<file path="config.mk">
export PLATFORM = sky130hd
export DESIGN_NAME = cdt_decode
export DESIGN_NICKNAME = d
export VERILOG_FILES = /design/src/cdt_decode_spare.sv /design/src/cdt_pkg.sv /design/src/cdt_dec_if.sv /design/src/cdt_pulse_div.sv /design/src/cdt_op_table.sv /design/src/cdt_decode.sv
export SDC_FILE = /design/constraint.sdc
export NUM_CORES = 1
export LEC_CHECK = 0
export BUFFER_PORTS_ARGS = -buffer_cell sky130_fd_sc_hd__clkbuf_2
export CAP_MARGIN = 30
export CORE_AREA = 2 2 86 88
export CTS_CLUSTER_DIAMETER = 200
export CTS_CLUSTER_SIZE = 24
export DETAILED_ROUTE_END_ITERATION = 7
export DIE_AREA = 0 0 88 90
export GPL_TIMING_DRIVEN = 1
export PLACE_DENSITY = 0.66
export SYNTH_ARGS = -nofsm -noshare
export SYNTH_HDL_FRONTEND = slang
export SYNTH_SLANG_ARGS = --single-unit
</file>
<file path="constraint.sdc">
create_clock -name i_clk -period 2.14 [get_ports i_clk]
set_input_delay 0.107 -clock i_clk [delete_from_list [all_inputs] [get_ports i_clk]]
set_output_delay 0.107 -clock i_clk [all_outputs]
set_load 0.01 [all_outputs]
</file>
<file path="src/cdt_decode_spare.sv">
`timescale 1ns/100ps

</file>
<file path="src/cdt_pkg.sv">
package cdt_pkg;

   localparam int unsigned CLK_PER_INST   = 4;
   localparam int unsigned TMR_DIV_SLOW   = 12;
   localparam int unsigned TMR_DIV_FAST   = 4;
   localparam int unsigned DIV_W          = 4;
   localparam int unsigned CYC_W          = 4;
   localparam int unsigned BYTE_W         = 2;
   localparam int unsigned STRETCH_W      = 3;
   localparam logic [2:0]  STRETCH_RST    = 3'h1;
   localparam logic [3:0]  XDATA_BASE_CYC = 4'h2;
   localparam logic [7:0]  CLK_CTRL_ADDR  = 8'h8E;

   typedef enum logic [5:0] {
      CDT_OTHER,
      CDT_NOP,
      CDT_LOAD_PTR_IMM,
      CDT_CODE_MOVE_PTR,
      CDT_CODE_MOVE_PC,
      CDT_XDATA_RD,
      CDT_XDATA_WR,
      CDT_PUSH,
      CDT_POP,
      CDT_EXCHANGE,
      CDT_NIBBLE_EXCH,
      CDT_CLR_C,
      CDT_SET_C,
      CDT_INV_C,
      CDT_CLR_BIT,
      CDT_SET_BIT,
      CDT_INV_BIT,
      CDT_AND_C,
      CDT_AND_C_INV,
      CDT_OR_C,
      CDT_OR_C_INV,
      CDT_MOV_C_BIT,
      CDT_MOV_BIT_C,
      CDT_CALL_ABS,
      CDT_JUMP_ABS,
      CDT_CALL_LONG,
      CDT_JUMP_LONG,
      CDT_JUMP_BIT_CLR,
      CDT_JMP_IND,
      CDT_JUMP_ZERO,
      CDT_JUMP_NONZERO,
      CDT_CMP_JUMP,
      CDT_DEC_JUMP
   } cdt_class_t;

endpackage

</file>
<file path="src/cdt_dec_if.sv">
`timescale 1ns/100ps
interface cdt_dec_if;
   import cdt_pkg::*;
   logic [7:0]                      opcode;
   logic [cdt_pkg::STRETCH_W-1:0]   stretch;
   cdt_pkg::cdt_class_t             cls;
   logic [cdt_pkg::BYTE_W-1:0]      bytes;
   logic [cdt_pkg::CYC_W-1:0]       cycles;

   modport table_side (input opcode, input stretch, output cls, output bytes, output cycles);
   modport core_side  (output opcode, output stretch, input cls, input bytes, input cycles);
endinterface

</file>
<file path="src/cdt_pulse_div.sv">
`timescale 1ns/100ps
module cdt_pulse_div #(
   parameter int unsigned W = 4
) (
   input  wire logic         i_clk,
   input  wire logic         i_sys_rst,
   input  wire logic         i_restart,
   input  wire logic [W-1:0] i_ratio,
   output logic              o_tick
);
   logic [W-1:0] cnt;

   if (W < 2)
   begin : g_bad_width
      $error("cdt_pulse_div: W must be at least 2");
   end

   // Compare with >= so a ratio cut mid-count cannot overrun
   assign o_tick = (cnt >= i_ratio - W'(1));

   always_ff @(posedge i_clk)
   begin
      if (i_sys_rst || i_restart)
         cnt <= '0;
      else if (o_tick)
         cnt <= '0;
      else
         cnt <= cnt + W'(1);
   end
endmodule

</file>
<file path="src/cdt_op_table.sv">
`timescale 1ns/100ps
module cdt_op_table (
   cdt_dec_if.table_side dec
);
   import cdt_pkg::*;

   always_comb
   begin
      dec.cls    = CDT_OTHER;
      dec.bytes  = BYTE_W'(1);
      dec.cycles = CYC_W'(1);
      if (dec.opcode[4:0] == 5'h11)
      begin
         dec.cls = CDT_CALL_ABS;
         dec.bytes = 2'h2;
         dec.cycles = 4'h3;
      end
      else if (dec.opcode[4:0] == 5'h01)
      begin
         dec.cls = CDT_JUMP_ABS;
         dec.bytes = 2'h2;
         dec.cycles = 4'h3;
      end
      else if (dec.opcode[7:3] == 5'h19)
      begin
         dec.cls = CDT_EXCHANGE;
      end
      else if (dec.opcode[7:3] == 5'h17)
      begin
         dec.cls = CDT_CMP_JUMP;
         dec.bytes = 2'h3;
         dec.cycles = 4'h4;
      end
      else if (dec.opcode[7:3] == 5'h1B)
      begin
         dec.cls = CDT_DEC_JUMP;
         dec.bytes = 2'h2;
         dec.cycles = 4'h3;
      end
      else
      begin
         case (dec.opcode)
            8'h00, 8'hA5: dec.cls = CDT_NOP;
            8'h90:
            begin
               dec.cls = CDT_LOAD_PTR_IMM;
               dec.bytes = 2'h3;
               dec.cycles = 4'h3;
            end
            8'h93, 8'h83:
            begin
               dec.cls = dec.opcode[4] ? CDT_CODE_MOVE_PTR : CDT_CODE_MOVE_PC;
               dec.cycles = 4'h3;
            end
            8'hE0, 8'hE2, 8'hE3, 8'hF0, 8'hF2, 8'hF3:
            begin
               dec.cls = dec.opcode[4] ? CDT_XDATA_WR : CDT_XDATA_RD;
               // Base two plus the stretch setting
               dec.cycles = XDATA_BASE_CYC + CYC_W'(dec.stretch);
            end
            8'hC0, 8'hD0:
            begin
               dec.cls = dec.opcode[4] ? CDT_POP : CDT_PUSH;
               dec.bytes = 2'h2;
               dec.cycles = 4'h2;
            end
            8'hC5:
            begin
               dec.cls = CDT_EXCHANGE;
               dec.bytes = 2'h2;
               dec.cycles = 4'h2;
            end
            8'hC6, 8'hC7: dec.cls = CDT_EXCHANGE;
            8'hD6, 8'hD7: dec.cls = CDT_NIBBLE_EXCH;
            8'hC3: dec.cls = CDT_CLR_C;
            8'hD3: dec.cls = CDT_SET_C;
            8'hB3: dec.cls = CDT_INV_C;
            8'hC2, 8'hD2, 8'hB2, 8'h82, 8'hB0, 8'h72, 8'hA0, 8'hA2, 8'h92:
            begin
               dec.bytes = 2'h2;
               dec.cycles = 4'h2;
               case (dec.opcode)
                  8'hC2: dec.cls = CDT_CLR_BIT;
                  8'hD2: dec.cls = CDT_SET_BIT;
                  8'hB2: dec.cls = CDT_INV_BIT;
                  8'h82: dec.cls = CDT_AND_C;
                  8'hB0: dec.cls = CDT_AND_C_INV;
                  8'h72: dec.cls = CDT_OR_C;
                  8'hA0: dec.cls = CDT_OR_C_INV;
                  8'hA2: dec.cls = CDT_MOV_C_BIT;
                  default: dec.cls = CDT_MOV_BIT_C;
               endcase
            end
            8'h12, 8'h02:
            begin
               dec.cls = dec.opcode[4] ? CDT_CALL_LONG : CDT_JUMP_LONG;
               dec.bytes = 2'h3;
               dec.cycles = 4'h4;
            end
            8'h10:
            begin
               dec.cls = CDT_JUMP_BIT_CLR;
               dec.bytes = 2'h3;
               dec.cycles = 4'h4;
            end
            8'h73:
            begin
               dec.cls = CDT_JMP_IND;
               dec.cycles = 4'h3;
            end
            8'h60, 8'h70:
            begin
               dec.cls = dec.opcode[4] ? CDT_JUMP_NONZERO : CDT_JUMP_ZERO;
               dec.bytes = 2'h2;
               dec.cycles = 4'h3;
            end
            8'hB4, 8'hB5, 8'hB6, 8'hB7:
            begin
               dec.cls = CDT_CMP_JUMP;
               dec.bytes = 2'h3;
               dec.cycles = 4'h4;
            end
            8'hD5:
            begin
               dec.cls = CDT_DEC_JUMP;
               dec.bytes = 2'h3;
               dec.cycles = 4'h4;
            end
            default: dec.cls = CDT_OTHER;
         endcase
      end
   end
endmodule

</file>
<file path="src/cdt_decode.sv">
`timescale 1ns/100ps
// Contract
// - Opcode 90 loads 16-bit immediate into data_pointer; three bytes, three cycles.
// - Opcodes 93 and 83 fetch code byte at base plus accumulator; three cycles.
// - E0, E2-E3 read external data into accumulator; one byte, two to nine cycles.
// - F0, F2-F3 write accumulator to external data; one byte, two to nine cycles.
// - C0 pushes, D0 pops a direct byte; push is two bytes, two cycles.
// - C8-CF, C5, C6-C7 swap accumulator with register, direct or indirect byte.
// - D6-D7 swap low nibbles with indirect memory; one byte, one cycle.
// - C3 clears carry, D3 sets it, B3 inverts it; one cycle each.
// - C2, D2, B2 clear, set, invert a direct bit; carry untouched.
// - 82 and B0 AND carry with bit or its inverse; two cycles.
// - 72 and A0 OR carry with bit or its inverse; two cycles.
// - A2 copies bit to carry, 92 copies carry to bit.
// - Eleven-bit call and jump families: two bytes, three cycles.
// - Long call 12 and long jump 02: three bytes, four cycles.
// - Opcode 10 branches when bit is one and clears that bit.
// - Opcode 73 jumps to data_pointer plus accumulator in three cycles.
// - 60 branches on zero accumulator, 70 on non-zero; three cycles.
// - Compare-jump forms branch on inequality, update carry; four cycles.
// - Decrement-jump forms branch on non-zero result; register or direct.
// - Opcodes 00 and A5 do nothing in one byte, one cycle.
// - One instruction cycle spans exactly four clocks.
// - Timers tick every twelve clocks by default, or every four.
// - External move takes two cycles plus three-bit stretch_field.
// - stretch_field resets to one, giving three-cycle external moves.
module cdt_decode (
   input  wire logic                         i_clk,
   input  wire logic                         i_sys_rst,
   input  wire logic                         i_op_valid,
   input  wire logic [7:0]                   i_opcode,
   input  wire logic                         i_acc_zero,
   input  wire logic                         i_bit_val,
   input  wire logic                         i_cmp_ne,
   input  wire logic                         i_cmp_lt,
   input  wire logic                         i_dec_nz,
   input  wire logic                         i_carry_wr,
   input  wire logic                         i_carry_in,
   input  wire logic                         i_clk_ctrl_wr,
   input  wire logic [7:0]                   i_clk_ctrl_wdata,
   input  wire logic                         i_timer_fast,
   output logic                              o_op_ready,
   output cdt_pkg::cdt_class_t               o_class,
   output logic [cdt_pkg::BYTE_W-1:0]        o_bytes,
   output logic [cdt_pkg::CYC_W-1:0]         o_cycles,
   output logic                              o_done,
   output logic                              o_branch,
   output logic                              o_bit_wr,
   output logic                              o_bit_data,
   output logic                              o_carry_flag,
   output logic [cdt_pkg::STRETCH_W-1:0]     o_stretch,
   output logic                              o_inst_tick,
   output logic                              o_timer_tick
);
   import cdt_pkg::*;

   typedef enum logic {CDT_IDLE, CDT_EXEC} cdt_state_t;

   cdt_state_t          state;
   logic [CYC_W-1:0]    remain;
   logic                take;
   logic                bit_q;
   logic                taken_q;
   logic                last_tick;
   logic                next_carry;
   logic                next_taken;
   logic [DIV_W-1:0]    tmr_ratio;

   cdt_dec_if dec ();

   assign dec.opcode  = i_opcode;
   assign dec.stretch = o_stretch;
   assign o_op_ready  = (state == CDT_IDLE);
   assign take        = i_op_valid && o_op_ready;
   assign last_tick   = (state == CDT_EXEC) && o_inst_tick && (remain == CYC_W'(1));

   cdt_op_table u_table (
      .dec (dec)
   );

   // Restarted on each accepted opcode so cycle counts align to it
   cdt_pulse_div #(.W(DIV_W)) u_inst_div (
      .i_clk     (i_clk),
      .i_sys_rst (i_sys_rst),
      .i_restart (take),
      .i_ratio   (DIV_W'(CLK_PER_INST)),
      .o_tick    (o_inst_tick)
   );

   assign tmr_ratio = i_timer_fast ? DIV_W'(TMR_DIV_FAST) : DIV_W'(TMR_DIV_SLOW);

   cdt_pulse_div #(.W(DIV_W)) u_tmr_div (
      .i_clk     (i_clk),
      .i_sys_rst (i_sys_rst),
      .i_restart (1'b0),
      .i_ratio   (tmr_ratio),
      .o_tick    (o_timer_tick)
   );

   // Stretch is sampled at accept; a later write affects the next move
   always_ff @(posedge i_clk)
   begin
      if (i_sys_rst)
         o_stretch <= STRETCH_RST;
      else if (i_clk_ctrl_wr)
         o_stretch <= i_clk_ctrl_wdata[STRETCH_W-1:0];
   end

   always_comb
   begin
      case (o_class)
         CDT_CALL_ABS, CDT_JUMP_ABS, CDT_CALL_LONG, CDT_JUMP_LONG, CDT_JMP_IND:
            next_taken = 1'b1;
         CDT_JUMP_BIT_CLR: next_taken = i_bit_val;
         CDT_JUMP_ZERO:    next_taken = i_acc_zero;
         CDT_JUMP_NONZERO: next_taken = !i_acc_zero;
         CDT_CMP_JUMP:     next_taken = i_cmp_ne;
         CDT_DEC_JUMP:     next_taken = i_dec_nz;
         default:  next_taken = 1'b0;
      endcase
   end

   always_ff @(posedge i_clk)
   begin
      if (i_sys_rst)
      begin
         state    <= CDT_IDLE;
         remain   <= '0;
         o_class  <= CDT_NOP;
         o_bytes  <= '0;
         o_cycles <= '0;
      end
      else if (take)
      begin
         state    <= CDT_EXEC;
         remain   <= dec.cycles;
         o_class  <= dec.cls;
         o_bytes  <= dec.bytes;
         o_cycles <= dec.cycles;
      end
      else if ((state == CDT_EXEC) && o_inst_tick)
      begin
         remain <= remain - CYC_W'(1);
         if (remain == CYC_W'(1))
            state <= CDT_IDLE;
      end
   end

   // Operand conditions are held from the first cycle after accept
   always_ff @(posedge i_clk)
   begin
      if (i_sys_rst)
      begin
         bit_q   <= 1'b0;
         taken_q <= 1'b0;
      end
      else if ((state == CDT_EXEC) && (remain == o_cycles) && !o_inst_tick)
      begin
         bit_q   <= i_bit_val;
         taken_q <= next_taken;
      end
   end

   always_comb
   begin
      case (o_class)
         CDT_CLR_C:     next_carry = 1'b0;
         CDT_SET_C:     next_carry = 1'b1;
         CDT_INV_C:     next_carry = !o_carry_flag;
         CDT_AND_C:     next_carry = o_carry_flag & bit_q;
         CDT_AND_C_INV: next_carry = o_carry_flag & !bit_q;
         CDT_OR_C:      next_carry = o_carry_flag | bit_q;
         CDT_OR_C_INV:  next_carry = o_carry_flag | !bit_q;
         CDT_MOV_C_BIT: next_carry = bit_q;
         CDT_CMP_JUMP:  next_carry = i_cmp_lt;
         default:       next_carry = o_carry_flag;
      endcase
   end

   // Own instruction wins over a datapath carry write in the same cycle
   always_ff @(posedge i_clk)
   begin
      if (i_sys_rst)
         o_carry_flag <= 1'b0;
      else if (last_tick)
         o_carry_flag <= next_carry;
      else if (i_carry_wr)
         o_carry_flag <= i_carry_in;
   end

   always_ff @(posedge i_clk)
   begin
      if (i_sys_rst)
      begin
         o_done     <= 1'b0;
         o_branch   <= 1'b0;
         o_bit_wr   <= 1'b0;
         o_bit_data <= 1'b0;
      end
      else
      begin
         o_done   <= last_tick;
         o_branch <= last_tick && taken_q;
         o_bit_wr <= 1'b0;
         if (last_tick)
         begin
            case (o_class)
               CDT_CLR_BIT:
               begin
                  o_bit_wr   <= 1'b1;
                  o_bit_data <= 1'b0;
               end
               CDT_SET_BIT:
               begin
                  o_bit_wr   <= 1'b1;
                  o_bit_data <= 1'b1;
               end
               CDT_INV_BIT:
               begin
                  o_bit_wr   <= 1'b1;
                  o_bit_data <= !bit_q;
               end
               CDT_MOV_BIT_C:
               begin
                  o_bit_wr   <= 1'b1;
                  o_bit_data <= o_carry_flag;
               end
               CDT_JUMP_BIT_CLR:
               begin
                  o_bit_wr   <= taken_q;
                  o_bit_data <= 1'b0;
               end
               default: o_bit_data <= o_bit_data;
            endcase
         end
      end
   end

   // Checking helpers
   logic [5:0]       elapsed;
   logic [DIV_W-1:0] tmr_gap;
   logic             rate_same;
   logic             fast_q;

   always_ff @(posedge i_clk)
   begin
      if (i_sys_rst)
      begin
         elapsed   <= '0;
         tmr_gap   <= '0;
         rate_same <= 1'b0;
         fast_q    <= 1'b0;
      end
      else
      begin
         fast_q <= i_timer_fast;
         if (take)
            elapsed <= '0;
         else if (state == CDT_EXEC)
            elapsed <= elapsed + 6'h01;
         tmr_gap   <= o_timer_tick ? DIV_W'(1) : tmr_gap + DIV_W'(1);
         rate_same <= o_timer_tick ? 1'b1 : (rate_same && (i_timer_fast == fast_q));
      end
   end

   property p_done_timing;
      @(posedge i_clk) disable iff (i_sys_rst)
      o_done |-> (elapsed == 6'(CLK_PER_INST) * {2'b00, o_cycles});
   endproperty
   a_done_timing: assert property (p_done_timing) else $error("done not 4 clocks per cycle");

   property p_stretch_rst;
      @(posedge i_clk) i_sys_rst |=> (o_stretch == STRETCH_RST);
   endproperty
   a_stretch_rst: assert property (p_stretch_rst) else $error("stretch not one after reset");

   property p_xdata_cyc;
      @(posedge i_clk) disable iff (i_sys_rst)
      (take && (i_opcode == 8'hE0)) |=> (o_cycles == XDATA_BASE_CYC + CYC_W'($past(o_stretch)));
   endproperty
   a_xdata_cyc: assert property (p_xdata_cyc) else $error("external move cycles wrong");

   property p_nop;
      @(posedge i_clk) disable iff (i_sys_rst)
      (take && (i_opcode == 8'hA5)) |=> (o_class == CDT_NOP) && (o_cycles == 4'h1) ##4 o_done;
   endproperty
   a_nop: assert property (p_nop) else $error("reserved opcode not a one-cycle nop");

   property p_ptr_imm;
      @(posedge i_clk) disable iff (i_sys_rst)
      (take && (i_opcode == 8'h90)) |=> (o_bytes == 2'h3) && (o_cycles == 4'h3);
   endproperty
   a_ptr_imm: assert property (p_ptr_imm) else $error("data_pointer load size wrong");

   property p_clr_c;
      @(posedge i_clk) disable iff (i_sys_rst)
      (last_tick && (o_class == CDT_CLR_C)) |=> !o_carry_flag;
   endproperty
   a_clr_c: assert property (p_clr_c) else $error("carry not cleared");

   property p_bit_keeps_carry;
      @(posedge i_clk) disable iff (i_sys_rst)
      (last_tick && (o_class inside {CDT_CLR_BIT, CDT_SET_BIT, CDT_INV_BIT}))
      |=> $stable(o_carry_flag) && o_bit_wr;
   endproperty
   a_bit_keeps_carry: assert property (p_bit_keeps_carry) else $error("bit op moved carry");

   property p_and_c;
      @(posedge i_clk) disable iff (i_sys_rst)
      (last_tick && (o_class == CDT_AND_C))
      |=> (o_carry_flag == ($past(o_carry_flag) & $past(bit_q)));
   endproperty
   a_and_c: assert property (p_and_c) else $error("carry AND bit wrong");

   property p_bit_jump_clear;
      @(posedge i_clk) disable iff (i_sys_rst)
      (o_done && o_branch && (o_class == CDT_JUMP_BIT_CLR)) |-> (o_bit_wr && !o_bit_data);
   endproperty
   a_bit_jump_clear: assert property (p_bit_jump_clear) else $error("bit jump did not clear");

   property p_timer_gap;
      @(posedge i_clk) disable iff (i_sys_rst)
      (o_timer_tick && rate_same && (i_timer_fast == fast_q))
      |-> (tmr_gap == (i_timer_fast ? DIV_W'(TMR_DIV_FAST) : DIV_W'(TMR_DIV_SLOW)));
   endproperty
   a_timer_gap: assert property (p_timer_gap) else $error("timer tick spacing wrong");

   c_long_move: cover property (@(posedge i_clk) o_done && (o_class == CDT_XDATA_RD) && (o_cycles == 4'h9));
   c_bit_jump_taken: cover property (@(posedge i_clk) o_done && o_branch && (o_class == CDT_JUMP_BIT_CLR));
   c_fast_timer: cover property (@(posedge i_clk) o_timer_tick && i_timer_fast && rate_same);
endmodule

</file>
; Word-level counts from Yosys, hierarchy flattened
; Index checks and enable logic that the tools add are counted.
[classes]
add_sub_neg = 5
multipliers = 0
n_div = 0
n_lt_le_gt_ge = 2
eq_ne = 70
n_shift = 0
n_mux = 36
bitwise_logic = 6
n_reduce_logical = 40
[ops]
columns = cell, n
row1 = "8-bit equality test, second input constant", 33
row2 = 6-bit case mux with 17 select lines, 1
row3 = "6-bit by 5-bit equality test with 1-bit output, second input constant", 16
row4 = 5-bit case mux with 8 select lines, 1
row5 = 4-bit 2-to-1 mux, 9
row6 = "8-bit by 7-bit equality test with 1-bit output, second input constant", 4
row7 = "6-bit by 4-bit equality test with 1-bit output, second input constant", 5
row8 = 6-bit 2-to-1 mux, 5
row9 = "5-bit equality test, second input constant", 4
row10 = 2-bit OR reduction, 10
row11 = 9-bit OR reduction, 2
row12 = "8-bit by 5-bit equality test with 1-bit output, second input constant", 2
row13 = 2-bit 2-to-1 mux, 8
row14 = 4-bit case mux with 4 select lines, 1
row15 = 14-bit OR reduction, 1
row16 = 12-bit OR reduction, 1
row17 = 6-bit OR reduction, 2
row18 = "10-bit by 1-bit inequality test with 1-bit output, second input constant", 1
row19 = 1-bit case mux with 9 select lines, 1
row20 = "4-bit by 1-bit adder with 4-bit output, second input constant", 2
row21 = "8-bit by 2-bit equality test with 1-bit output, second input constant", 1
row22 = 8-bit logical NOT, 1
row23 = 4-bit OR reduction, 2
row24 = 8-bit OR reduction, 1
row25 = 25 further kinds, 45
[totals]
register_bits = 35
latch_bits = 0
mem_bits_rw = 0
rom_bits = 0
inputBits = 28
output_inout_bits = 23
wordCells = 174
n_memories = 0

; Depth between registers and ports, before layout
; Gate-level depths: netlist of run 1.
[depth]
ltp_word = 9
ltp_mapped = 8
ltp_nobuf = 8

; Modules after synthesis
; Synthesis of run 1 repeated with hierarchy kept, for this count alone.
[hier_totals]
hier_cells = 384
hier_area_um2 = 2930.3
[modules_own_cells]
columns = module, instances, cells_per_inst, area_each_um2, seq_area_each_um2
row1 = cdt_decode, 1, 189, 1483.9, 540.5
row2 = cdt_op_table, 1, 135, 893.4, 0.0
row3 = cdt_pulse_div, 2, 30, 276.5, 80.1

; Worst setup path after synthesis of run 1
; No wires, ideal clock.
[synth_timing]
kind = register -> register
start = reg o_class[4]
end = reg o_bit_data
setup_ns = 0.071
t_arrival_ns = 1.755
required_ns = 2.069
setup_slack_ns = 0.315
stages_incl_launch_ff = 8
path_buffers = 1
synth_period_minus_slack_ns = 1.825
cell_sequence = dfxtp_1 clkbuf_1 nor2b_1 or2_2 a22oi_1 o31ai_1 or4_1 a21oi_1
[synth_between]
elab_chain_cells = 4
elab_cells_between_ends = 9
classes_between = eq/ne: 5 / mux: 1 / reduce/logical: 3
[synth_lines]
columns = item, line_no
row1 = start: declaration, cdt_decode.sv:43  ; output cdt_pkg::cdt_class_t o_class,
row2 = start signal: assignment, cdt_decode.sv:137  ; o_class <= dec.cls;
row3 = 6-bit by 5-bit equality test with 1-bit output / 6-bit by 4-bit equality test with 1-bit output (equally long branches), cdt_decode.sv:207  ; case (o_class)
row4 = 2-bit OR reduction (no line), n/a
row5 = 4-bit nonzero test (no line), n/a
row6 = 2-bit AND reduction (no line), n/a
row7 = end signal: assignment, cdt_decode.sv:221  ; o_bit_data <= !bit_q;
row8 = end signal: assignment, cdt_decode.sv:226  ; o_bit_data <= o_carry_flag;
row9 = end signal: assignment, cdt_decode.sv:233  ; default: o_bit_data <= o_bit_data;
row10 = end: declaration, cdt_decode.sv:49  ; output logic o_bit_data,
; Several ways; a longest one is shown, not always the timed one.
; A chain may end at the register's enable or synchronous reset.

; Worst setup path after layout of run 1
[layout_timing]
start = reg u_inst_div.cnt[0]
end = reg bit_q
[layout_between]
elab_chain_cells = 3
[layout_lines]
columns = item, line_no
row1 = start: declaration, cdt_pulse_div.sv:11  ; logic [W-1:0] cnt;
row2 = start signal: assignment, cdt_pulse_div.sv:28  ; cnt <= cnt + W'(1);
row3 = 4-bit by 2-bit greater-or-equal comparator with 1-bit output, cdt_pulse_div.sv:19  ; assign o_tick = (cnt >= i_ratio - W'(1));
row4 = 1-bit logical NOT, cdt_decode.sv:157  ; else if ((state == CDT_EXEC) && (remain == o_cycles) && !o_inst_tick)
row5 = 1-bit logical AND, cdt_decode.sv:157
row6 = end signal: assignment, cdt_decode.sv:159  ; bit_q <= i_bit_val;
row7 = end: declaration, cdt_decode.sv:62  ; logic bit_q;
; No other way between the ends.

==> run metrics, run 1 <==
fmax 0.521 GHz; Layout area overhead 19.4%; DR WL/cell 14.3 um; hold_buf cts 0; vias in the first global route 2605; vias per std cell 5.57; Netlist cell types 73; Post-CTS Setup Inserts 0; CP Data Arrival Time 2.09 ns; chip height 90 um; Reg2Reg Depth 7; initial DRC count 256; ys flop type dfxtp_1; critical path class reg2reg; Clock Skew 0.00588 ns; Pwr Density 555 nW/um^2; Critical Path Max Stage Delay 0.50 ns; Crit Path Max Fanout 4; Critical Path Start Type flop; status completed; async set-reset flop share out of synthesis 0; post-layout min period 1.92 ns; Core Area 7020 um^2; Buffers on Ports 45; CTS H-tree lvls 2; Die ar. 7920 um^2; delay-heaviest family, CP simple AND/OR/NAND/NOR gates; critical path's slowest cell nor4_1; grt total ovfl 0; area of the multi-input gates 1710 um^2; Ys Warns 0; Core Rows 31; Tot GR Track Use 0.186; RSZ-0062 raised after global routing no; layout net count 431; CP Cell Sequence ha_1 > nor3_2 > nand2_1 > nor4_1 > buf_4 > mux2i_1 > nor2_1; Post-Synthesis Cells 347; dpl ws 0.131 ns; Post-CTS Resized 0; Hold Crit Depth 3; Setup Viol. Count Final 0; r2r endpoint bit_q; syn_area_per_cell 7.45 um^2; residual DRC count 0; share of post-route cells with drive strength above 1 0.221; Skew-Pair Late Insertion Delay 0.29 ns; DP Area 2980 um^2; largest net degree at the start of global routing 18; Worst Slack Setup Final 0.221 ns; synthesized cell area 2580 um^2; RR Startpoint u_inst_div.cnt[0]; HPWL Detailed 5390 um; initial core utilization 0.368; FF+latch area 701 um^2; ANT cells 0; clk root buf clkbuf_8; hold_sp i_clk_ctrl_wdata[0]; wirelength, routed 7110 um; routed vias 2770; Min Hold Slack 0.0395 ns; Hold Path Class in2reg; First-pass DRT Iterations 5; Reg clk slew, reported paths 0.07 ns; Fillers 735; Max Slew Vio Count 0; CTS Sinks 35; first-pass GRT wire length 12200 um; IO Pins 51; gpl congestion 0.910; WHS Endpoint o_stretch[0]; P_leak 1.31 nW; number of synthesized flops with an enable pin 0; Pwr Total 1.71 mW; #FFs+latches synth 35; Final period util 0.897; initial antenna violation count 0; Max-cap violations 0; Final TNS setup 0 ns; Slew HR 0.569; internal reg-to-reg setup slack 0.22 ns; Slew @ Worst Pin 0.641 ns; maximum VDD drop 289 uV; CTS tree done; CTS Buffer Depth 2; final hold violations 0; Worst Path Buf+Inv 1; Critical Path RT 2.31 ns; Die X 88 um; crit end category flop; Routed Antenna Nets 0; final instance area 3090 um^2; TritonCTS Buffers 5; register area share after synthesis 0.271
-- power breakdown --
part	total (mW)	switching, mW	internal [mW]
combinational	0.445	0.252	0.193
clock	0.522	0.228	0.294
sequential	0.744	0.0512	0.693
-- worst reg2reg max path, stage by stage (launching register included) --
cell	delay [ns]
dfxtp_1	0.32
ha_1	0.20
nor3_2	0.23
nand2_1	0.13
nor4_1	0.50
buf_4	0.22
mux2i_1	0.17
nor2_1	0.05
-- sequential cells by signal, indices dropped and copies added, names as in the netlist, 2 cells and up --
register	cells
remain	4
o_bytes	2
o_class	6
u_tmr_div.cnt	4
o_cycles	4
u_inst_div.cnt	4
o_stretch	3
-- cell families (layout without fill, tap and decap cells) --
group	count (synthesis)	in the layout	share of synthesized area
and+or+nand+nor	147	147	0.300
AOI/OAI and AO/OA	102	102	0.268
buffers and inverters	40	90	0.0721
DFF	35	35	0.271
xor gates and xnor gates	8	8	0.0271
muxes	8	8	0.0315
adders and majority gates	6	6	0.0290
other	1	2	0.00145
-- per-stage QoR --
stage / std cells / util
after floorplan: 348 / -
after global placement: 489 / 0.425
after detailed placement: 489 / 0.425
after CTS: 497 / 0.439
after global routing: 497 / 0.439
final: 497 / 0.439
-- placed cells by master (no fill, tap or decap), types with 3 or more instances in the layout --
cell type and instances:
nor3b_1 3, nor2_1 35, dfxtp_1 35, o21ai_0 21, a211oi_1 4, xnor2_1 5
nor2b_1 14, nand2_1 34, nor4_1 4, o211ai_1 3, mux2i_1 7, a31oi_1 7
buf_4 24, clkbuf_2 45, xor2_1 3, nand4_1 6, a21oi_1 24, and2_1 5
clkbuf_8 7, nand2b_1 5, o31ai_1 4, inv_1 11, a22oi_1 3, a32oi_1 4
nand3_1 10, a32o_1 4, nor3_1 11, ha_1 6
-- cell usage after synthesis (3+ instances only) --
master	count	area share
nor2_1	35	0.051
dfxtp_1	35	0.27
o211ai_1	3	0.0087
a211oi_1	4	0.012
nand3_1	10	0.019
buf_2	5	0.0097
a21oi_1	24	0.046
nor4_1	4	0.0097
nand2_1	34	0.049
nand4_1	6	0.015
ha_1	6	0.029
o21ai_0	21	0.041
nand2b_1	5	0.012
a31oi_1	7	0.017
inv_1	11	0.016
o31ai_1	4	0.012
mux2i_1	7	0.027
nor2b_1	14	0.034
xnor2_1	5	0.017
nor3b_1	3	0.0087
buf_1	3	0.0044
a22oi_1	3	0.0087
buf_6	3	0.013
xor2_1	3	0.010
a32o_1	4	0.015
a32oi_1	4	0.014
and2_1	5	0.012
clkbuf_1	14	0.020
nor3_1	12	0.023
-- cell type report --
cell class	instances	share of cell area
inverter	13	0.0158
clock buffer	8	0.0324
multi-input combinational	273	0.553
tap	99	0.0401
sequential	35	0.227
timing repair buffer	69	0.131
-- worst max path at each step --
stage	from	to	slack [ns]	depth (start not counted)
6_report	u_inst_div.cnt[0]	bit_q	0.22	7
5_1_grt	u_inst_div.cnt[0]	taken_q	0.1	7
4_1_cts	u_inst_div.cnt[0]	bit_q	0.13	7
3_5_place_dp	i_opcode[7]	remain[0]	0.13	7
3_3_place_gp	i_opcode[4]	remain[0]	0.15	7
2_1_floorplan	o_class[4]	o_bit_data	0.31	7
-- routing by layer --
| layer | vias up | GRT usage | part of all wire |
|---|---|---|---|
| li1 | 1379 | - | - |
| met1 | 1281 | 0.260 | 0.47 |
| met2 | 99 | 0.295 | 0.46 |
| met3 | 11 | 0.0239 | 0.053 |
| met4 | 0 | 0.0577 | 0.017 |
| met5 | - | 0 | 0 |
(Power assumes the default switching activity.)
==> run 2: changes to the inputs <==
--- a/config.mk
+++ b/config.mk
@@ -14,6 +14,7 @@
 export DIE_AREA = 0 0 88 90
 export GPL_TIMING_DRIVEN = 1
 export PLACE_DENSITY = 0.66
+export RECOVER_POWER = 25
 export SYNTH_ARGS = -nofsm -noshare
 export SYNTH_HDL_FRONTEND = slang
 export SYNTH_SLANG_ARGS = --single-unit
==> constraint.sdc (replaced) <==
create_clock -name i_clk -period 2.2 [get_ports i_clk]
set_input_delay 0.22 -clock i_clk [delete_from_list [all_inputs] [get_ports i_clk]]
set_output_delay 0.22 -clock i_clk [all_outputs]
set_load 0.01 [all_outputs]
==> run metrics, run 2 (synthesized netlist as in run 1, its figures left out) <==
internal reg-to-reg setup slack 0.22 ns (about the same); delay-heaviest family, CP simple AND/OR/NAND/NOR gates; Buffers on Ports 45 (unchanged); initial antenna violation count 0 (unchanged); Slew @ Worst Pin 0.702 ns (+0.0606 ns); final instance area 3120 um^2 (+1.0%); Top reg by flops o_class; routed vias 2736 (-1.2%); vias in the first global route 2647 (+1.6%); Clock Skew 0.00836 ns (+0.00247 ns); combinational share of power 0.251 (-0.009); clock share of power 0.340 (+0.035); TritonCTS Buffers 5 (unchanged); Layout area overhead 20.6%; Core Area 7020 um^2 (unchanged); grt total ovfl 0 (unchanged); area of the multi-input gates 1700 um^2 (-0.29%); CP Data Arrival Time 2.13 ns (+0.04 ns); First-pass DRT Iterations 4 (-1); Skew-Pair Late Insertion Delay 0.29 ns (about the same); RR Startpoint u_inst_div.cnt[0]; Hold Path Class in2reg; GRT busiest layer met2; largest net degree at the start of global routing 16 (-2); met1 global-route usage 0.264 (+0.00399); Critical Path RT 2.36 ns (+0.05 ns); final hold violations 0 (unchanged); Die ar. 7920 um^2 (unchanged); Crit. path cell count 7 (unchanged); NetSw 0.528 mW (-0.77%); Min Hold Slack 0.155 ns (+0.115 ns); first-pass GRT wire length 12500 um (+2.7%); fmax 0.506 GHz (-2.9%); initial core utilization 0.368 (unchanged); GR Util met2 0.304 (+0.00884); CTS H-tree lvls 2 (unchanged); post-layout min period 1.98 ns (+0.0574 ns); wirelength, routed 7360 um (+3.5%); initial DRC count 193 (-25%); Hold Crit Depth 3 (unchanged); Reg clk slew, reported paths 0.07 ns (about the same); Slew HR 0.528 (-0.0407); Pwr Density 564 nW/um^2 (+1.7%); Post-CTS Resized 0 (unchanged); hold_sp i_clk_ctrl_wdata[0]; Crit Path Max Fanout 4 (unchanged); ANT cells 0 (unchanged); crit end category flop; residual DRC count 0 (unchanged); FF+latch area 701 um^2 (unchanged); P_leak 1.30 nW (-0.74%); status completed; max FFs per register 6 (unchanged); CTS Sinks 35 (unchanged); Final TNS setup 0 ns (unchanged); maximum VDD drop 346 uV (+20%); Critical Path Max Stage Delay 0.42 ns (-0.08 ns); Max Slew Vio Count 0 (unchanged); critical path's slowest cell nor4_1; Die X 88 um (unchanged); Fillers 730 (-0.68%); CTS tree done; Pwr Total 1.76 mW (+2.7%); DP Area 3020 um^2 (+1.3%); Int Power 1.23 mW (+4.3%); Post-CTS Setup Inserts 0 (unchanged); sw frac 0.300 (-0.0105); WHS Endpoint o_stretch[0]; share of post-route cells with drive strength above 1 0.199 (-0.0226); layout net count 436 (+1.2%); gpl congestion 0.879 (-3.4%); Reg2Reg Depth 7 (unchanged); clk root buf clkbuf_8; critical path class reg2reg; Max-cap violations 0 (unchanged); Critical Path Start Type flop; IO Pins 51 (unchanged); Core Rows 31 (unchanged); hold_buf cts 0 (unchanged); DR WL/cell 14.7 um (+2.5%); CP Cell Sequence ha_1 > nor3_1 > nand2_1 > nor4_1 > buf_4 > mux2i_1 > nor2_1; r2r endpoint bit_q; Tot GR Track Use 0.193 (+0.00704); commonest cells after routing, fill and taps aside 35 x nor2_1, 35 x dfxtp_1, 34 x nand2_1; M3 GR Usage 0.0294 (+0.00551); vias per std cell 5.45 (-2.2%); RSZ-0062 raised after global routing no; Worst Path Buf+Inv 1 (unchanged); HPWL Detailed 5560 um (+3.1%); Worst Slack Setup Final 0.223 ns (+0.00262 ns); Setup Viol. Count Final 0 (unchanged); sequential cell fraction of total power 0.410 (-0.025); Routed Antenna Nets 0 (unchanged); CTS Buffer Depth 2 (unchanged); Final period util 0.899 (+0.00162); dpl ws 0.0957 ns (-0.0354 ns); chip height 90 um (unchanged)
## run 2: changes by cell type in the layout (fill, tap and decap cells not counted)
cell | previous run | this run
clkbuf_2 | 45 | 33
nor3_1 | 11 | 12
bufinv_16 | 0 | 1
nor3_2 | 1 | 0
clkbuf_8 | 7 | 6
clkinv_2 | 0 | 1
clkbuf_1 | 1 | 13
buf_4 | 24 | 28
## run 2: cell type report
cell class	instances	share of cell area
Multi-Input combinational cell	273	0.546
Timing Repair Buffer	74	0.136
Tap cell	99	0.0397
Clock buffer	6	0.0265
Inverter	13	0.0157
Sequential cell	35	0.225
Clock inverter	2	0.0112
## run 2: power by group through the flow
stage	logic (mW)	registers (mW)	clock network, mW
final	0.440	0.720	0.597
after global routing	0.492	0.727	0.636
after CTS	0.441	0.719	0.615
after detailed placement	0.437	0.734	0
after global placement	0.431	0.732	0
after floorplan	0.296	0.726	0
## run 2: worst max-delay path by stage
stage / slack, ns / endpoint / from
after floorplan: 0.37 / o_bit_data / o_class[4]
after global placement: 0.11 / remain[0] / i_opcode[1]
after detailed placement: 0.1 / remain[0] / i_opcode[0]
after CTS: 0.23 / bit_q / u_inst_div.cnt[0]
after global routing: 0.04 / bit_q / u_inst_div.cnt[0]
final: 0.22 / bit_q / u_inst_div.cnt[0]
## run 2: through the flow
stage          utilization  instances
6_report             0.444        502
5_1_grt              0.444        502
4_1_cts              0.447        502
3_5_place_dp         0.430        494
3_3_place_gp         0.430        494
2_1_floorplan            -        348
## run 2: layer usage
layer  vias up  routed length [um]
li1       1381                   -
met1      1256                3430
met2        84                3430
met3        15                 331
met4         0                 164
met5         -                   0
## run 2: worst register-to-register path: cells and delay by family (launching register included)
kind | cells | cell delay, ns
AND/OR/NAND/NOR | 4 | 0.98
flip-flops | 1 | 0.31
buffers and inverters | 1 | 0.20
adder cells (fa/ha/maj) | 1 | 0.18
multiplexers | 1 | 0.17
==> run 3: changes to the inputs <==
--- a/config.mk
+++ b/config.mk
@@ -15,6 +15,8 @@
 export GPL_TIMING_DRIVEN = 1
 export PLACE_DENSITY = 0.66
 export RECOVER_POWER = 25
+export REMOVE_ABC_BUFFERS = 1
+export SLEW_MARGIN = 0
 export SYNTH_ARGS = -nofsm -noshare
 export SYNTH_HDL_FRONTEND = slang
 export SYNTH_SLANG_ARGS = --single-unit
==> run metrics, run 3 (synthesized netlist as in run 1, its figures left out) <==
status completed; share of post-route cells with drive strength above 1 0.193 (-0.00601); Max-cap violations 0 (unchanged); Buffers on Ports 45 (unchanged); TritonCTS Buffers 5 (unchanged); DR WL/cell 14.5 um (-1.0%); clock share of power 0.332 (-0.008); Post-CTS Resized 0 (unchanged); CTS H-tree lvls 2 (unchanged); gpl congestion 0.942 (+7.1%); HPWL Detailed 5500 um (-1.0%); Setup Viol. Count Final 0 (unchanged); Max Slew Vio Count 0 (unchanged); Die ar. 7920 um^2 (unchanged); IO Pins 51 (unchanged); Critical Path RT 2.36 ns (about the same); hold_buf cts 0 (unchanged); chip height 90 um (unchanged); Clock Skew 0.00764 ns (-0.000718 ns); Routed Antenna Nets 0 (unchanged); Die X 88 um (unchanged); NetSw 0.532 mW (+0.92%); critical path class reg2reg; combinational share of power 0.253 (+0.002); routed vias 2757 (+0.77%); largest net degree at the start of global routing 19 (+3); Slew HR 0.536 (+0.00734); P_leak 1.29 nW (-1.4%); critical path's slowest cell nor4_1; max FFs per register 6 (unchanged); ANT cells 0 (unchanged); Final TNS setup 0 ns (unchanged); sw frac 0.308 (+0.00758); CTS tree done; commonest cells after routing, fill and taps aside 35 x nor2_1, 35 x dfxtp_1, 34 x nand2_1; Pwr Total 1.73 mW (-1.6%); final hold violations 0 (unchanged); fmax 0.508 GHz (+0.41%); CP Data Arrival Time 2.12 ns (about the same); Core Area 7020 um^2 (unchanged); initial core utilization 0.368 (unchanged); post-layout min period 1.97 ns (-0.00803 ns); Pwr Density 560 nW/um^2 (-0.69%); Layout area overhead 19.5%; Slew @ Worst Pin 0.691 ns (-0.0109 ns); Top reg by flops o_class; Crit Path Max Fanout 4 (unchanged); wirelength, routed 7240 um (-1.6%); RSZ-0062 raised after global routing no; Post-CTS Setup Inserts 0 (unchanged); initial antenna violation count 0 (unchanged); crit end category flop; Critical Path Start Type flop; Skew-Pair Late Insertion Delay 0.29 ns (about the same); Final period util 0.895 (-0.00365); residual DRC count 0 (unchanged); maximum VDD drop 425 uV (+23%); sequential cell fraction of total power 0.414 (+0.004); vias per std cell 5.53 (+1.4%); First-pass DRT Iterations 4 (unchanged); clk root buf clkbuf_8; Reg clk slew, reported paths 0.08 ns (about the same); Critical Path Max Stage Delay 0.38 ns (-0.04 ns); CTS Sinks 35 (unchanged); initial DRC count 163 (-16%); vias in the first global route 2611 (-1.4%); Core Rows 31 (unchanged); Int Power 1.20 mW (-2.6%); layout net count 433 (-0.69%); CP Cell Sequence ha_1 > nor3_1 > nand2_1 > nor4_1 > buf_4 > mux2i_1 > nor2_1; first-pass GRT wire length 12300 um (-1.7%); Hold Path Class in2reg; grt total ovfl 0 (unchanged); CTS Buffer Depth 2 (unchanged); Tot GR Track Use 0.187 (-0.00630)
[run 3: cell count changes in the layout (fill, tap and decap cells not counted), sizes merged]
cell,change
buf,-3
clkbuf,-1
clkinv,+1
[run 3: critical path, delay by kind of cell, from the launching register on]
family / cells / cell delay (ns)
fa+ha+maj: 1 / 0.19
buf+inv: 1 / 0.20
flops: 1 / 0.32
mux: 1 / 0.19
simple gates: 4 / 0.94
[run 3: stage by stage]
stage                util  area [um^2]  worst slack [ns]  hold WS [ns]  cells
finish              0.440         3090             0.231         0.152    499
global route        0.440         3090            0.0839         0.182    499
CTS                 0.443         3110             0.243         0.149    499
detailed placement  0.427         3000            0.0715         0.440    491
global placement    0.427         3000            0.0797         0.421    491
floorplan               -         2450             0.225         0.282    321
[run 3: power by group through the flow]
stage	clock (mW)	combinational, mW	sequential, mW
5_1_grt	0.614	0.494	0.723
3_3_place_gp	0	0.432	0.729
6_report	0.575	0.438	0.717
3_5_place_dp	0	0.437	0.731
4_1_cts	0.588	0.439	0.716
2_1_floorplan	0	0.226	0.747
[run 3: final cells by class]
class | count | area [um^2]
tap | 99 | 124
clock buffer | 5 | 68.8
clock inverter | 3 | 43.8
multi-input combinational | 273 | 1700
fill | 734 | 3930
timing repair buffer | 71 | 402
sequential | 35 | 701
inverter | 13 | 48.8
[run 3: layer usage]
layer  up-vias  global-route usage  share of wire
li1       1375                   -              -
met1      1283               0.252           0.47
met2        88               0.299           0.46
met3        11              0.0376          0.051
met4         0              0.0538          0.015
met5         -                   0              0
[run 3: final timing paths]
check	cells after the start	endpoint	slack, ns	start
worst max-delay path	7	bit_q	0.23	u_inst_div.cnt[0]
worst min-delay path	3	o_stretch[0]	0.15	i_clk_ctrl_wdata[0]
worst max register to register	7	bit_q	0.23	u_inst_div.cnt[0]
worst min register to register	1	u_tmr_div.cnt[0]	0.45	u_tmr_div.cnt[0]
